===== src/rtl/tpswd_pkg.sv =====
/*
 * Shared constants and types for the timer with the divider that is shared
 * with the watchdog.
 * Assumes a single 50 MHz system clock, where one clock is one oscillator
 * period and four clocks make one instruction cycle.
 */
package tpswd_pkg;

    // ====================================================================
    // Clock and timing
    localparam int CLK_PERIOD_NS = 20;
    localparam int DRT_TIME_US = 18000;
    localparam int DRT_CYCLES = (DRT_TIME_US * 1000) / CLK_PERIOD_NS;
    localparam int WDT_STEPS = 256;
    localparam int WDT_TICK_CYCLES = DRT_CYCLES / WDT_STEPS;

    // ====================================================================
    // Instruction cycle phases
    localparam logic [1:0] PH_Q1 = 2'h0;
    localparam logic [1:0] PH_Q2 = 2'h1;
    localparam logic [1:0] PH_Q4 = 2'h3;
    localparam logic [1:0] PH_STEP = 2'h1;
    localparam logic [1:0] INHIBIT_CYC = 2'h2;

    // ====================================================================
    // Register map and reset values
    localparam logic [4:0] TIMER_ADDR = 5'h01;
    localparam logic [7:0] OPT_RESET = 8'hff;
    localparam logic [5:0] DIR_RESET = 6'h3f;
    localparam logic [7:0] DIV_RESET = 8'h00;
    localparam logic [7:0] CNT_FULL = 8'hff;

    // Write-only configuration register layout, bit 7 down to bit 0
    typedef struct packed {
        logic wake_dis;
        logic pullup_dis;
        logic clk_src;
        logic edge_sel;
        logic assign_wdt;
        logic [2:0] ratio;
    } tpswd_opt_s;

    // Oscillator modes
    typedef enum logic [2:0] {
        OSC_LP, OSC_XT, OSC_INTERNAL_OSC_MODE, OSC_EXTERNAL_RESISTOR_CAP_OSC, OSC_HS
    } tpswd_osc_e;

endpackage


===== src/rtl/tpswd_core.sv =====
/*
 * Timer/counter with an 8-bit divider shared with the watchdog, plus the
 * device reset timer and the sleep wake logic.
 * Assumes the core issues one-cycle instruction strobes on clk_sys and that
 * the pin inputs are asynchronous to clk_sys.
 */
`timescale 1ns/1ns
`default_nettype none

module tpswd_core import tpswd_pkg::*; #(
    parameter int DRT_CYC = DRT_CYCLES,
    parameter int WDT_TICK_CYC = WDT_TICK_CYCLES,
    parameter int TIMER_PIN_BIT = 2,
    parameter bit LARGE_PKG = 1'b0
) (
    // Clock and reset
    input wire logic clk_sys,
    input wire logic reset_n,
    // File register write port
    input wire logic f_wr,
    input wire logic [4:0] f_addr,
    input wire logic [7:0] f_wdata,
    // Special instruction strobes
    input wire logic opt_wr,
    input wire logic dir_wr_small,
    input wire logic dir_wr_large,
    input wire logic watchdog_clear_instr,
    input wire logic sleep_instr,
    // Pins and fuses
    input wire logic timer_ext_clock_pin,
    input wire logic [5:0] port_pins,
    input wire logic watchdog_enable_fuse,
    input wire tpswd_osc_e osc_mode,
    input wire logic power_up,
    // Status and results
    output logic [7:0] timer_count_value,
    output logic [5:0] pin_dir_eff,
    output logic wdt_timeout,
    output logic wake_event,
    output logic sleeping,
    output logic chip_reset_hold
);

    localparam int DRT_W = $clog2(DRT_CYC + 1);
    localparam int WT_W = $clog2(WDT_TICK_CYC + 1);
    localparam logic [DRT_W-1:0] DRT_LOAD = DRT_W'(DRT_CYC);
    localparam logic [WT_W-1:0] WT_LAST = WT_W'(WDT_TICK_CYC - 1);

    // ====================================================================
    // State
    logic [1:0] qph, next_qph;
    logic ext_s1, ext_s2;
    logic [5:0] gp_s1, gp_s2;
    logic pin_prev, next_pin_prev;
    tpswd_opt_s cfg, next_cfg;
    logic [5:0] pin_direction_small_pkg, next_dir_small;
    logic [5:0] pin_direction_large_pkg, next_dir_large;
    logic [7:0] div, next_div;
    logic pre_smp, next_pre_smp;
    logic smp_rise, next_smp_rise;
    logic [7:0] next_tmr;
    logic [1:0] inhibit, next_inhibit;
    logic [WT_W-1:0] wdt_osc, next_wdt_osc;
    logic [7:0] wdt_cnt, next_wdt_cnt;
    logic [DRT_W-1:0] drt_cnt, next_drt_cnt;
    logic drt_arm;
    logic [5:0] gp_snap, next_gp_snap;
    logic [5:0] next_pin_dir;
    logic next_wdt_timeout, next_wake_event, next_sleeping, next_hold;

    // Working terms
    logic pin_eff, ext_rise, is_q4, smp_now, src_tick, pre_lvl, inc;
    logic tmr_hit, wdt_tick, wdt_ovf, wdt_fire, xtal, pin_chg;
    logic [7:0] post_mask;

    // ====================================================================
    // Pin synchronisers, nothing else reads the first stage
    always_ff @(posedge clk_sys) begin
        if (!reset_n) begin
            ext_s1 <= 1'b0;
            ext_s2 <= 1'b0;
            gp_s1 <= 6'h00;
            gp_s2 <= 6'h00;
        end else begin
            ext_s1 <= timer_ext_clock_pin;
            ext_s2 <= ext_s1;
            gp_s1 <= port_pins;
            gp_s2 <= gp_s1;
        end
    end

    // ====================================================================
    // Next-state logic
    always_comb begin
        // Edge select inverts the pin so a rising level always counts
        pin_eff = ext_s2 ^ cfg.edge_sel;
        ext_rise = pin_eff & ~pin_prev;
        is_q4 = (qph == PH_Q4);
        smp_now = (qph == PH_Q2) || is_q4;
        src_tick = cfg.clk_src ? ext_rise : is_q4;
        // Divider output, or the raw pin when the divider is elsewhere
        pre_lvl = !cfg.assign_wdt ? div[cfg.ratio] : pin_eff;
        // Undivided internal clock counts once per instruction cycle
        inc = (!cfg.clk_src && cfg.assign_wdt) ? is_q4 : smp_rise;
        tmr_hit = f_wr && (f_addr == TIMER_ADDR);
        wdt_tick = (wdt_osc == WT_LAST);
        wdt_ovf = watchdog_enable_fuse && wdt_tick && (wdt_cnt == CNT_FULL);
        post_mask = ~(CNT_FULL << cfg.ratio);
        wdt_fire = wdt_ovf && (!cfg.assign_wdt || ((div & post_mask) == post_mask));
        xtal = (osc_mode == OSC_LP) || (osc_mode == OSC_XT) || (osc_mode == OSC_HS);
        pin_chg = !cfg.wake_dis && (gp_s2 != gp_snap);

        next_qph = qph + PH_STEP;
        next_pin_prev = pin_eff;
        next_pre_smp = smp_now ? pre_lvl : pre_smp;
        next_smp_rise = smp_now && pre_lvl && !pre_smp;

        // Configuration and direction registers, write-only
        next_cfg = opt_wr ? tpswd_opt_s'(f_wdata) : cfg;
        next_dir_small = dir_wr_small ? f_wdata[5:0] : pin_direction_small_pkg;
        next_dir_large = dir_wr_large ? f_wdata[5:0] : pin_direction_large_pkg;
        next_pin_dir = LARGE_PKG ? pin_direction_large_pkg : pin_direction_small_pkg;
        next_pin_dir[TIMER_PIN_BIT] = next_pin_dir[TIMER_PIN_BIT] | cfg.clk_src;

        // Shared divider, one user at a time; clears beat increments
        next_div = div;
        if (!cfg.assign_wdt && src_tick) begin
            next_div = div + 8'h01;
        end else if (cfg.assign_wdt && wdt_ovf) begin
            next_div = div + 8'h01;
        end
        if (tmr_hit && !cfg.assign_wdt) begin
            next_div = DIV_RESET;
        end
        if (watchdog_clear_instr && cfg.assign_wdt) begin
            next_div = DIV_RESET;
        end

        // Timer count with a short hold-off after every write
        next_tmr = timer_count_value;
        next_inhibit = inhibit;
        if (tmr_hit) begin
            next_tmr = f_wdata;
            next_inhibit = INHIBIT_CYC;
        end else begin
            if (is_q4 && inhibit != 2'h0) begin
                next_inhibit = inhibit - 2'h1;
            end
            if (inhibit == 2'h0 && inc) begin
                next_tmr = timer_count_value + 8'h01;
            end
        end

        // Watchdog on its own tick; the fuse is its only off switch
        next_wdt_osc = wdt_tick ? '0 : wdt_osc + WT_W'(1);
        next_wdt_cnt = wdt_cnt;
        if (watchdog_clear_instr) begin
            next_wdt_cnt = 8'h00;
        end else if (watchdog_enable_fuse && wdt_tick) begin
            next_wdt_cnt = wdt_cnt + 8'h01;
        end
        next_wdt_timeout = wdt_fire;

        // Sleep entry and wake
        next_sleeping = sleeping;
        next_gp_snap = gp_snap;
        next_wake_event = 1'b0;
        if (sleep_instr && !sleeping) begin
            next_sleeping = 1'b1;
            next_gp_snap = gp_s2;
        end else if (sleeping && (pin_chg || wdt_fire)) begin
            next_sleeping = 1'b0;
            next_wake_event = 1'b1;
        end

        // Reset timer; power-up level is caught on the first cycle out
        next_drt_cnt = (drt_cnt != '0) ? drt_cnt - DRT_W'(1) : drt_cnt;
        if (drt_arm && (xtal || power_up)) begin
            next_drt_cnt = DRT_LOAD;
        end else if (wdt_fire && xtal) begin
            next_drt_cnt = DRT_LOAD;
        end
        next_hold = (next_drt_cnt != '0);
    end

    // ====================================================================
    // Registers
    always_ff @(posedge clk_sys) begin
        if (!reset_n) begin
            qph <= PH_Q1;
            pin_prev <= 1'b0;
            cfg <= tpswd_opt_s'(OPT_RESET);
            pin_direction_small_pkg <= DIR_RESET;
            pin_direction_large_pkg <= DIR_RESET;
            div <= DIV_RESET;
            pre_smp <= 1'b0;
            smp_rise <= 1'b0;
            timer_count_value <= 8'h00;
            inhibit <= 2'h0;
            wdt_osc <= '0;
            wdt_cnt <= 8'h00;
            wdt_timeout <= 1'b0;
            sleeping <= 1'b0;
            gp_snap <= 6'h00;
            wake_event <= 1'b0;
            drt_cnt <= '0;
            drt_arm <= 1'b1;
            chip_reset_hold <= 1'b1;
            pin_dir_eff <= DIR_RESET;
        end else begin
            qph <= next_qph;
            pin_prev <= next_pin_prev;
            cfg <= next_cfg;
            pin_direction_small_pkg <= next_dir_small;
            pin_direction_large_pkg <= next_dir_large;
            div <= next_div;
            pre_smp <= next_pre_smp;
            smp_rise <= next_smp_rise;
            timer_count_value <= next_tmr;
            inhibit <= next_inhibit;
            wdt_osc <= next_wdt_osc;
            wdt_cnt <= next_wdt_cnt;
            wdt_timeout <= next_wdt_timeout;
            sleeping <= next_sleeping;
            gp_snap <= next_gp_snap;
            wake_event <= next_wake_event;
            drt_cnt <= next_drt_cnt;
            drt_arm <= 1'b0;
            chip_reset_hold <= next_hold;
            pin_dir_eff <= next_pin_dir;
        end
    end
endmodule

`default_nettype wire


===== config.mk =====
export PLATFORM = sky130hd
export DESIGN_NAME = tpswd_core
export DESIGN_NICKNAME = d
export VERILOG_FILES = /design/src/rtl/tpswd_pkg.sv /design/src/rtl/tpswd_core.sv
export SDC_FILE = /design/constraint.sdc
export NUM_CORES = 1
export LEC_CHECK = 0
export BUFFER_PORTS_ARGS = -buffer_cell sky130_fd_sc_hd__buf_4
export CELL_PAD_IN_SITES_DETAIL_PLACEMENT = 1
export CELL_PAD_IN_SITES_GLOBAL_PLACEMENT = 1
export CORE_MARGIN = 3
export CORE_UTILIZATION = 48
export DETAILED_ROUTE_END_ITERATION = 10
export PLACE_DENSITY_LB_ADDON = 0.08
export SLEW_MARGIN = 20
export SYNTH_ARGS = -nofsm -noshare
export SYNTH_HDL_FRONTEND = slang
export SYNTH_SLANG_ARGS = --single-unit

===== constraint.sdc =====
create_clock -name clk_sys -period 3.95 [get_ports clk_sys]
set_input_delay 0.79 -clock clk_sys [delete_from_list [all_inputs] [get_ports clk_sys]]
set_output_delay 0.79 -clock clk_sys [all_outputs]
set_load 0.01 [all_outputs]

==> out/qor.yml, run 1 <==
synthesis:
  ys_seq_area_frac: 0.459
  yosysWarnings: 0
  synth_nets: 548
  syn_inst: 505
  ys_types: 54
  synth.largest_area_cell: "dfxtp_1"
  ys_ff_latch: 107
  syn_area_um2: 4660
  yosys-top-cells-area: "dfxtp_1, xor2_1, nor2_1, mux2i_1, xnor2_1"
  synthArstFlopShare: 0
  yosysTopAreaCellShare: 0.459
  synth_edf_count: 0
  syn_area_per_cell_um2: 9.23
  synthFlopType: "dfxtp_1"
worst_setup_path:
  critPathMaxStageDelay_ns: 0.55
  path_max_fanout: 7
  worstPathArrival_ns: 2.72
  cp-start-kind: "register"
  r2r_cells: 7
  cp.required_ns: 4.19
  critPathCaptureType: "register"
  cp-startpoint: "drt_cnt[0]"
  cp_cell_sequence: "inv_1, ha_1, or3b_2, nor3_1, nor3_1, a2111oi_0, nand4_1"
  cp_slowest_cell: "or3b_2"
  cpMostUsedCell: "nor3_1"
  r2r_slack_ns: 1.47
  r2r_end: "chip_reset_hold"
  rr_startpoint: "drt_cnt[0]"
  critical_path_class: "reg2reg"
  crit_end: "chip_reset_hold"
place:
  port_buffers: 49
  globalplace.congestion: 0.840
  hpwlAfterDp_mm: 7.80
layout:
  area_delta_synth_final_pct: 14.4
  fin_nets: 590
  drive_above_1_share: 0.139
  layout_common_cells: "dfxtp_1, nor2_1, buf_4"
  fill_cells: 1098
  layout.cells.most_common: "dfxtp_1"
  antenna_cells: 0
flow_run:
  drv_cap: 0
timing:
  grt_setup_unrepaired: "no"
  final_max_slew_viol_count: 0
  period_needed_ns: 2.48
  fmax_mhz: 403
  skew_ns: 0.00884
  fin_setup_tns_ns: 0
  fin_crit_sh: 0.628
  slew_headroom: 0.320
  tightest_slew_ns: 1.02
  setup_viol: 0
  finalHoldViolations: 0
die:
  initial_core_util: 0.500
  die_w_um: 105
  io_pins: 51
  die-area_um2: 10900
  fp-row-count: 35
  fp.dieH_um: 105
  core_area_um2: 9330
detailed_routing:
  drt_iter0_drc: 75
  drt-pass1-iter-count: 4
  vias_per_cell: 5.36
  wl_mm: 10.7
  drc: 0
  ant_nets: 0
  wl_per_cell_um: 15.7
  vias: 3653
power_and_ir_drop:
  power.total_w: 0.00220
  power.switching_w: 0.000594
  ir_drop_mv: 0.211
  p_seq_frac: 0.543
  p_per_area_nw_per_um2: 412
  p_leak_nw: 2.13
  p_int_w: 0.00160
  swShare: 0.270
  p_clk_frac: 0.318
  p_comb_frac: 0.138
hold_path:
  hold_class: "reg2reg"
global_route:
  grt-ovfl-total: 0
  grt_max_degree: 45
  grt_pass1_wl_mm: 18.4
  gr-usage-all-layers: 0.205
  grt_antenna_before_repair: 0
  grt_pass1_vias: 3779
cts:
  cts_tree: "yes"
  clkTransAtPathRegs_ns: 0.10
  cts_hold_buf: 0
  clk_path_buf_depth: 2
  numCtsBuffers: 9
  root_buffer: "clkbuf_8"
  clock_latency_ns: 0.37
  cts-resized-gates: 0
  htreeDepth: 3
  clock-sinks: 107
  post_cts_buffers: 0
outcome:
  status: "complete, no violations"
==> state kept, by name, indices dropped and copies added, names as in the netlist, 2 cells and up <==
register and cells:
div 8, pin_dir_eff 6, pin_direction_small_pkg 6, inhibit 2, cfg 7, gp_s1 6
gp_snap 6, timer_count_value 8, wdt_osc 12, qph 2, wdt_cnt 8, gp_s2 6
drt_cnt 20
==> metal layers <==
| layer | GRT usage | vias to the layer above | part of all wire |
|---|---|---|---|
| li1 | - | 1833 | - |
| met1 | 0.263 | 1776 | 0.47 |
| met2 | 0.348 | 39 | 0.50 |
| met3 | 0.0531 | 5 | 0.029 |
| met4 | 0.0446 | 0 | 0.0067 |
| met5 | 0 | - | 0 |
==> synthesized netlist by cell type, types with 8 or more instances <==
| master | instances |
|---|---|
| nand3_1 | 14 |
| o21ai_0 | 11 |
| ha_1 | 10 |
| inv_1 | 12 |
| nand4_1 | 9 |
| clkbuf_1 | 17 |
| dfxtp_1 | 107 |
| and2_1 | 17 |
| nor3_1 | 11 |
| a211oi_1 | 8 |
| xnor2_1 | 22 |
| xor2_1 | 28 |
| nand2b_1 | 12 |
| a21oi_1 | 24 |
| nand2_1 | 38 |
| nor4_1 | 10 |
| and3_1 | 9 |
| mux2i_1 | 22 |
| nor2_1 | 65 |
==> power groups by stage <==
stage          registers, W  logic [W]  clock network [W]
6_report            0.00119   0.000304           0.000699
5_1_grt             0.00120   0.000343           0.000763
4_1_cts             0.00119   0.000306           0.000725
3_5_place_dp        0.00122   0.000304                  0
3_3_place_gp        0.00121   0.000290                  0
2_1_floorplan       0.00120   0.000218                  0
==> kinds of logic (layout without fill, tap and decap cells) <==
logic type / after synthesis / count (layout) / synth area share
AOI/OAI and AO/OA: 67 / 67 / 0.0929
adders and majority gates: 10 / 10 / 0.0268
muxes: 24 / 24 / 0.0569
and+or+nand+nor: 215 / 215 / 0.242
xor gates and xnor gates: 50 / 50 / 0.0939
buffers and inverters: 32 / 79 / 0.0276
DFF: 107 / 107 / 0.459
==> through the flow <==
| stage | std cells | setup WS (ns) | cell area (um2) | hold slack [ns] | util |
|---|---|---|---|---|---|
| global placement | 665 | 1.17 | 5120 | 0.412 | 0.549 |
| detailed placement | 665 | 1.02 | 5120 | 0.422 | 0.549 |
| floorplan | 505 | 1.77 | 4660 | 0.401 | - |
| finish | 681 | 1.47 | 5330 | 0.445 | 0.572 |
| CTS | 681 | 1.45 | 5330 | 0.447 | 0.572 |
| global route | 681 | 1.19 | 5330 | 0.468 | 0.572 |
==> critical path, delay by kind of cell (launching register included) <==
| family | cells | cell delay [ns] |
|---|---|---|
| and+or+nand+nor | 4 | 1.10 |
| AOI/OAI and AO/OA | 1 | 0.45 |
| DFF | 1 | 0.36 |
| adders and majority gates | 1 | 0.32 |
| buffers and inverters | 1 | 0.12 |
==> layout make-up <==
cell class                 count  area, um2  area share
multi-input combinational    366       2390       0.448
sequential                   107       2140       0.402
timing repair buffer          51        383      0.0718
tap                          129        161      0.0303
clock buffer                  11        151      0.0284
clock inverter                 5       58.8      0.0110
inverter                      12       45.0     0.00845
==> worst min-delay path by stage <==
| stage | startpoint | to | slack, ns | cells past startpoint |
|---|---|---|---|---|
| global placement | pre_smp | smp_rise | 0.41 | 1 |
| global route | pin_direction_small_pkg[4] | pin_dir_eff[4] | 0.47 | 1 |
| CTS | gp_s1[3] | gp_s2[3] | 0.45 | 1 |
| detailed placement | gp_s1[3] | gp_s2[3] | 0.42 | 1 |
| floorplan | pre_smp | smp_rise | 0.40 | 1 |
| finish | gp_s1[3] | gp_s2[3] | 0.44 | 1 |
Note: power is estimated with default switching activity, not from simulation.
==> inputs of run 2 (changes only) <==
--- a/config.mk
+++ b/config.mk
@@ -5,11 +5,12 @@
 export SDC_FILE = /design/constraint.sdc
 export NUM_CORES = 1
 export LEC_CHECK = 0
+export ABC_AREA = 1
 export BUFFER_PORTS_ARGS = -buffer_cell sky130_fd_sc_hd__buf_4
 export CELL_PAD_IN_SITES_DETAIL_PLACEMENT = 1
 export CELL_PAD_IN_SITES_GLOBAL_PLACEMENT = 1
 export CORE_MARGIN = 3
-export CORE_UTILIZATION = 48
+export CORE_UTILIZATION = 43
 export DETAILED_ROUTE_END_ITERATION = 10
 export PLACE_DENSITY_LB_ADDON = 0.08
 export SLEW_MARGIN = 20
==> constraint.sdc (replaced) <==
create_clock -name clk_sys -period 2.3 [get_ports clk_sys]
set_input_delay 0.46 -clock clk_sys [delete_from_list [all_inputs] [get_ports clk_sys]]
set_output_delay 0.46 -clock clk_sys [all_outputs]
set_load 0.01 [all_outputs]
==> out/qor.yml, run 2 <==
power_and_ir_drop:
  p_leak_nw: 2.73
  p_clk_frac: 0.349
  ir_drop_mv: 0.443
  p_int_w: 0.00302
  p_comb_frac: 0.179
  p_per_area_nw_per_um2: 732
  swShare: 0.304
  p_seq_frac: 0.472
  power.switching_w: 0.00132
synthesis:
  synth_nets: 749
  synthAdderAreaFrac: 0.0244
  synth_edf_count: 0
  synth-simple-area-share: 0.331
  ys_types: 44
  synth_top_family_by_area: "simple AND/OR/NAND/NOR gates"
  syn_inst: 706
  yosysTopAreaCellShare: 0.417
  synth_compound_area_frac: 0.103
  ys_seq_area_frac: 0.417
  yosys-top-cells-count: "nand2_1, dfxtp_1, inv_1"
  syn_area_per_cell_um2: 7.27
  synth_xor_area_frac: 0.0341
  syn_area_um2: 5130
  synth.area.mux_share: 0.00219
  synth.largest_area_cell: "dfxtp_1"
  yosys-top-cells-area: "dfxtp_1, nand2_1, inv_1, nor2_1, a21oi_1"
  synth_most_common_cell: "nand2_1"
  yosysWarnings: 0
  ys_ff_latch: 107
  synthArstFlopShare: 0
  synthFlopType: "dfxtp_1"
layout:
  seq_area_um2: 2140
  drive_above_1_share: 0.160
  antenna_cells: 0
  top_register: "drt_cnt"
  multi_input_comb_area_um2: 2540
  fill_cells: 1523
  layout_common_cells: "nand2_1, dfxtp_1, inv_1"
  layout.cells.most_common: "nand2_1"
  reg_top3: "drt_cnt: 20 flops, wdt_osc: 12 flops"
  largest_register_ffs: 20
  fin_util: 0.513
  fin_nets: 801
  area_delta_synth_final_pct: 15.6
  finalInstanceArea_um2: 5930
cts:
  clock_latency_ns: 0.36
  clkTransAtPathRegs_ns: 0.07
  clk_path_buf_depth: 2
  root_buffer: "clkbuf_16"
  cts_tree: "yes"
  numCtsBuffers: 9
  cts-resized-gates: 0
  post_cts_buffers: 0
  cts_hold_buf: 0
  htreeDepth: 3
  clock-sinks: 107
detailed_routing:
  wl_per_cell_um: 14.2
  drt-pass1-iter-count: 4
  drt-met1-wl_mm: 6.10
  route.met2.wl_mm: 6.11
  top_layer_used: "met4"
  wl_mm: 12.9
  vias_per_cell: 5.07
  drc: 0
  wl_met3_um: 449
  vias: 4597
  ant_nets: 0
  drt_iter0_drc: 207
worst_setup_path:
  cp-start-kind: "register"
  r2r_end: "chip_reset_hold"
  cp_cell_sequence: "inv_1, ha_1, nand2_1, nor2_4, nand2_1, nor2_1, a21oi_1, nor2_1, nand3_1, nor2_1, nand3_1"
  r2r_slack_ns: 0.44
  path_max_fanout: 4
  critical_path_class: "reg2reg"
  cpMostUsedCell: "nor2_1"
  critPathCaptureType: "register"
  critPathMaxStageDelay_ns: 0.32
  rr_startpoint: "drt_cnt[0]"
  cp_slowest_cell: "dfxtp_1"
  r2r_cells: 11
  worstPathArrival_ns: 2.11
  cp.required_ns: 2.54
die:
  initial_core_util: 0.444
  core_area_um2: 11600
  fp-row-count: 39
  io_pins: 51
  die-area_um2: 13300
  die_w_um: 115
  fp.dieH_um: 115
timing:
  setup_viol: 0
  slew_headroom: 0.700
  fin_ws_ns: 0.435
  finalHoldViolations: 0
  final_max_slew_viol_count: 0
  fin_setup_tns_ns: 0
  skew_ns: 0.00666
  tightest_slew_ns: 0.450
  whs_ns: 0.282
  grt_setup_unrepaired: "no"
  fmax_mhz: 536
  period_needed_ns: 1.86
  fin_crit_sh: 0.811
hold_path:
  worstHoldPathCells: 3
  hold_class: "in2reg"
  holdPathEnd: "gp_s1[3]"
  holdCritStartpoint: "port_pins[3]"
global_route:
  grt_antenna_before_repair: 0
  grt_pass1_wl_mm: 22.5
  grt_max_degree: 42
  grt_pass1_vias: 4777
  grt-ovfl-total: 0
  gr-usage-all-layers: 0.211
flow_run:
  drv_cap: 0
outcome:
  status: "complete, no violations"
place:
  placed_area_um2: 5640
  port_buffers: 49
  hpwlAfterDp_mm: 9.82
  post-place-ws_ns: 0.411
  globalplace.congestion: 0.848
run 2: changes by cell type in the layout (fill, tap and decap cells not counted), moves of 20 or more:
| cell | previous run | this run |
|---|---|---|
| nand3_1 | 14 | 39 |
| inv_1 | 12 | 91 |
| mux2i_1 | 22 | 0 |
| a21oi_1 | 24 | 49 |
| o21ai_0 | 11 | 31 |
| nand2_1 | 38 | 155 |
| nor2_1 | 65 | 86 |
run 2: worst max-delay path by stage:
stage / from / to / slack (ns) / cells after the start
after floorplan: f_addr[3] / div[6] / 0.68 / 5
after global placement: f_addr[3] / timer_count_value[5] / 0.46 / 9
after detailed placement: f_addr[3] / timer_count_value[5] / 0.41 / 9
after CTS: drt_cnt[0] / chip_reset_hold / 0.40 / 11
after global routing: drt_cnt[0] / chip_reset_hold / 0.19 / 13
final: drt_cnt[0] / chip_reset_hold / 0.44 / 11
run 2: area by class of cell:
type	count	share of cell area
Timing Repair Buffer	53	0.0671
Inverter	102	0.0646
Multi-Input combinational cell	485	0.428
Sequential cell	107	0.361
Clock inverter	5	0.00781
Clock buffer	11	0.0409
Tap cell	143	0.0302
run 2: metrics by stage:
stage,instances,total power (W)
2_1_floorplan,706,0.00263
3_3_place_gp,890,0.00283
3_5_place_dp,890,0.00287
4_1_cts,906,0.00440
5_1_grt,906,0.00460
6_report,906,0.00434
run 2: critical path: cells and delay by family, from the launching register on:
family          cells  cell delay (ns)
compound gates      1             0.09
fa+ha+maj           1             0.23
buf+inv             1             0.12
flops               1             0.32
simple gates        8             1.00
run 2: routing by layer:
layer,up-vias,GRT usage
li1,2356,-
met1,2160,0.271
met2,64,0.354
met3,17,0.0426
met4,0,0.0689
met5,-,0
run 2: cell families (layout without fill, tap and decap cells):
| family | after synthesis | count (layout) |
|---|---|---|
| and+or+nand+nor | 355 | 355 |
| muxes | 1 | 1 |
| buffers and inverters | 114 | 171 |
| adders and majority gates | 10 | 10 |
| AOI/OAI and AO/OA | 99 | 99 |
| xor gates and xnor gates | 20 | 20 |
| DFF | 107 | 107 |
run 2: power groups by stage:
stage | combinational, W | sequential, W | clock [W]
after floorplan | 0.000562 | 0.00207 | 0
after global placement | 0.000749 | 0.00208 | 0
after detailed placement | 0.000777 | 0.00209 | 0
after CTS | 0.000784 | 0.00205 | 0.00156
after global routing | 0.000887 | 0.00207 | 0.00165
final | 0.000777 | 0.00205 | 0.00152
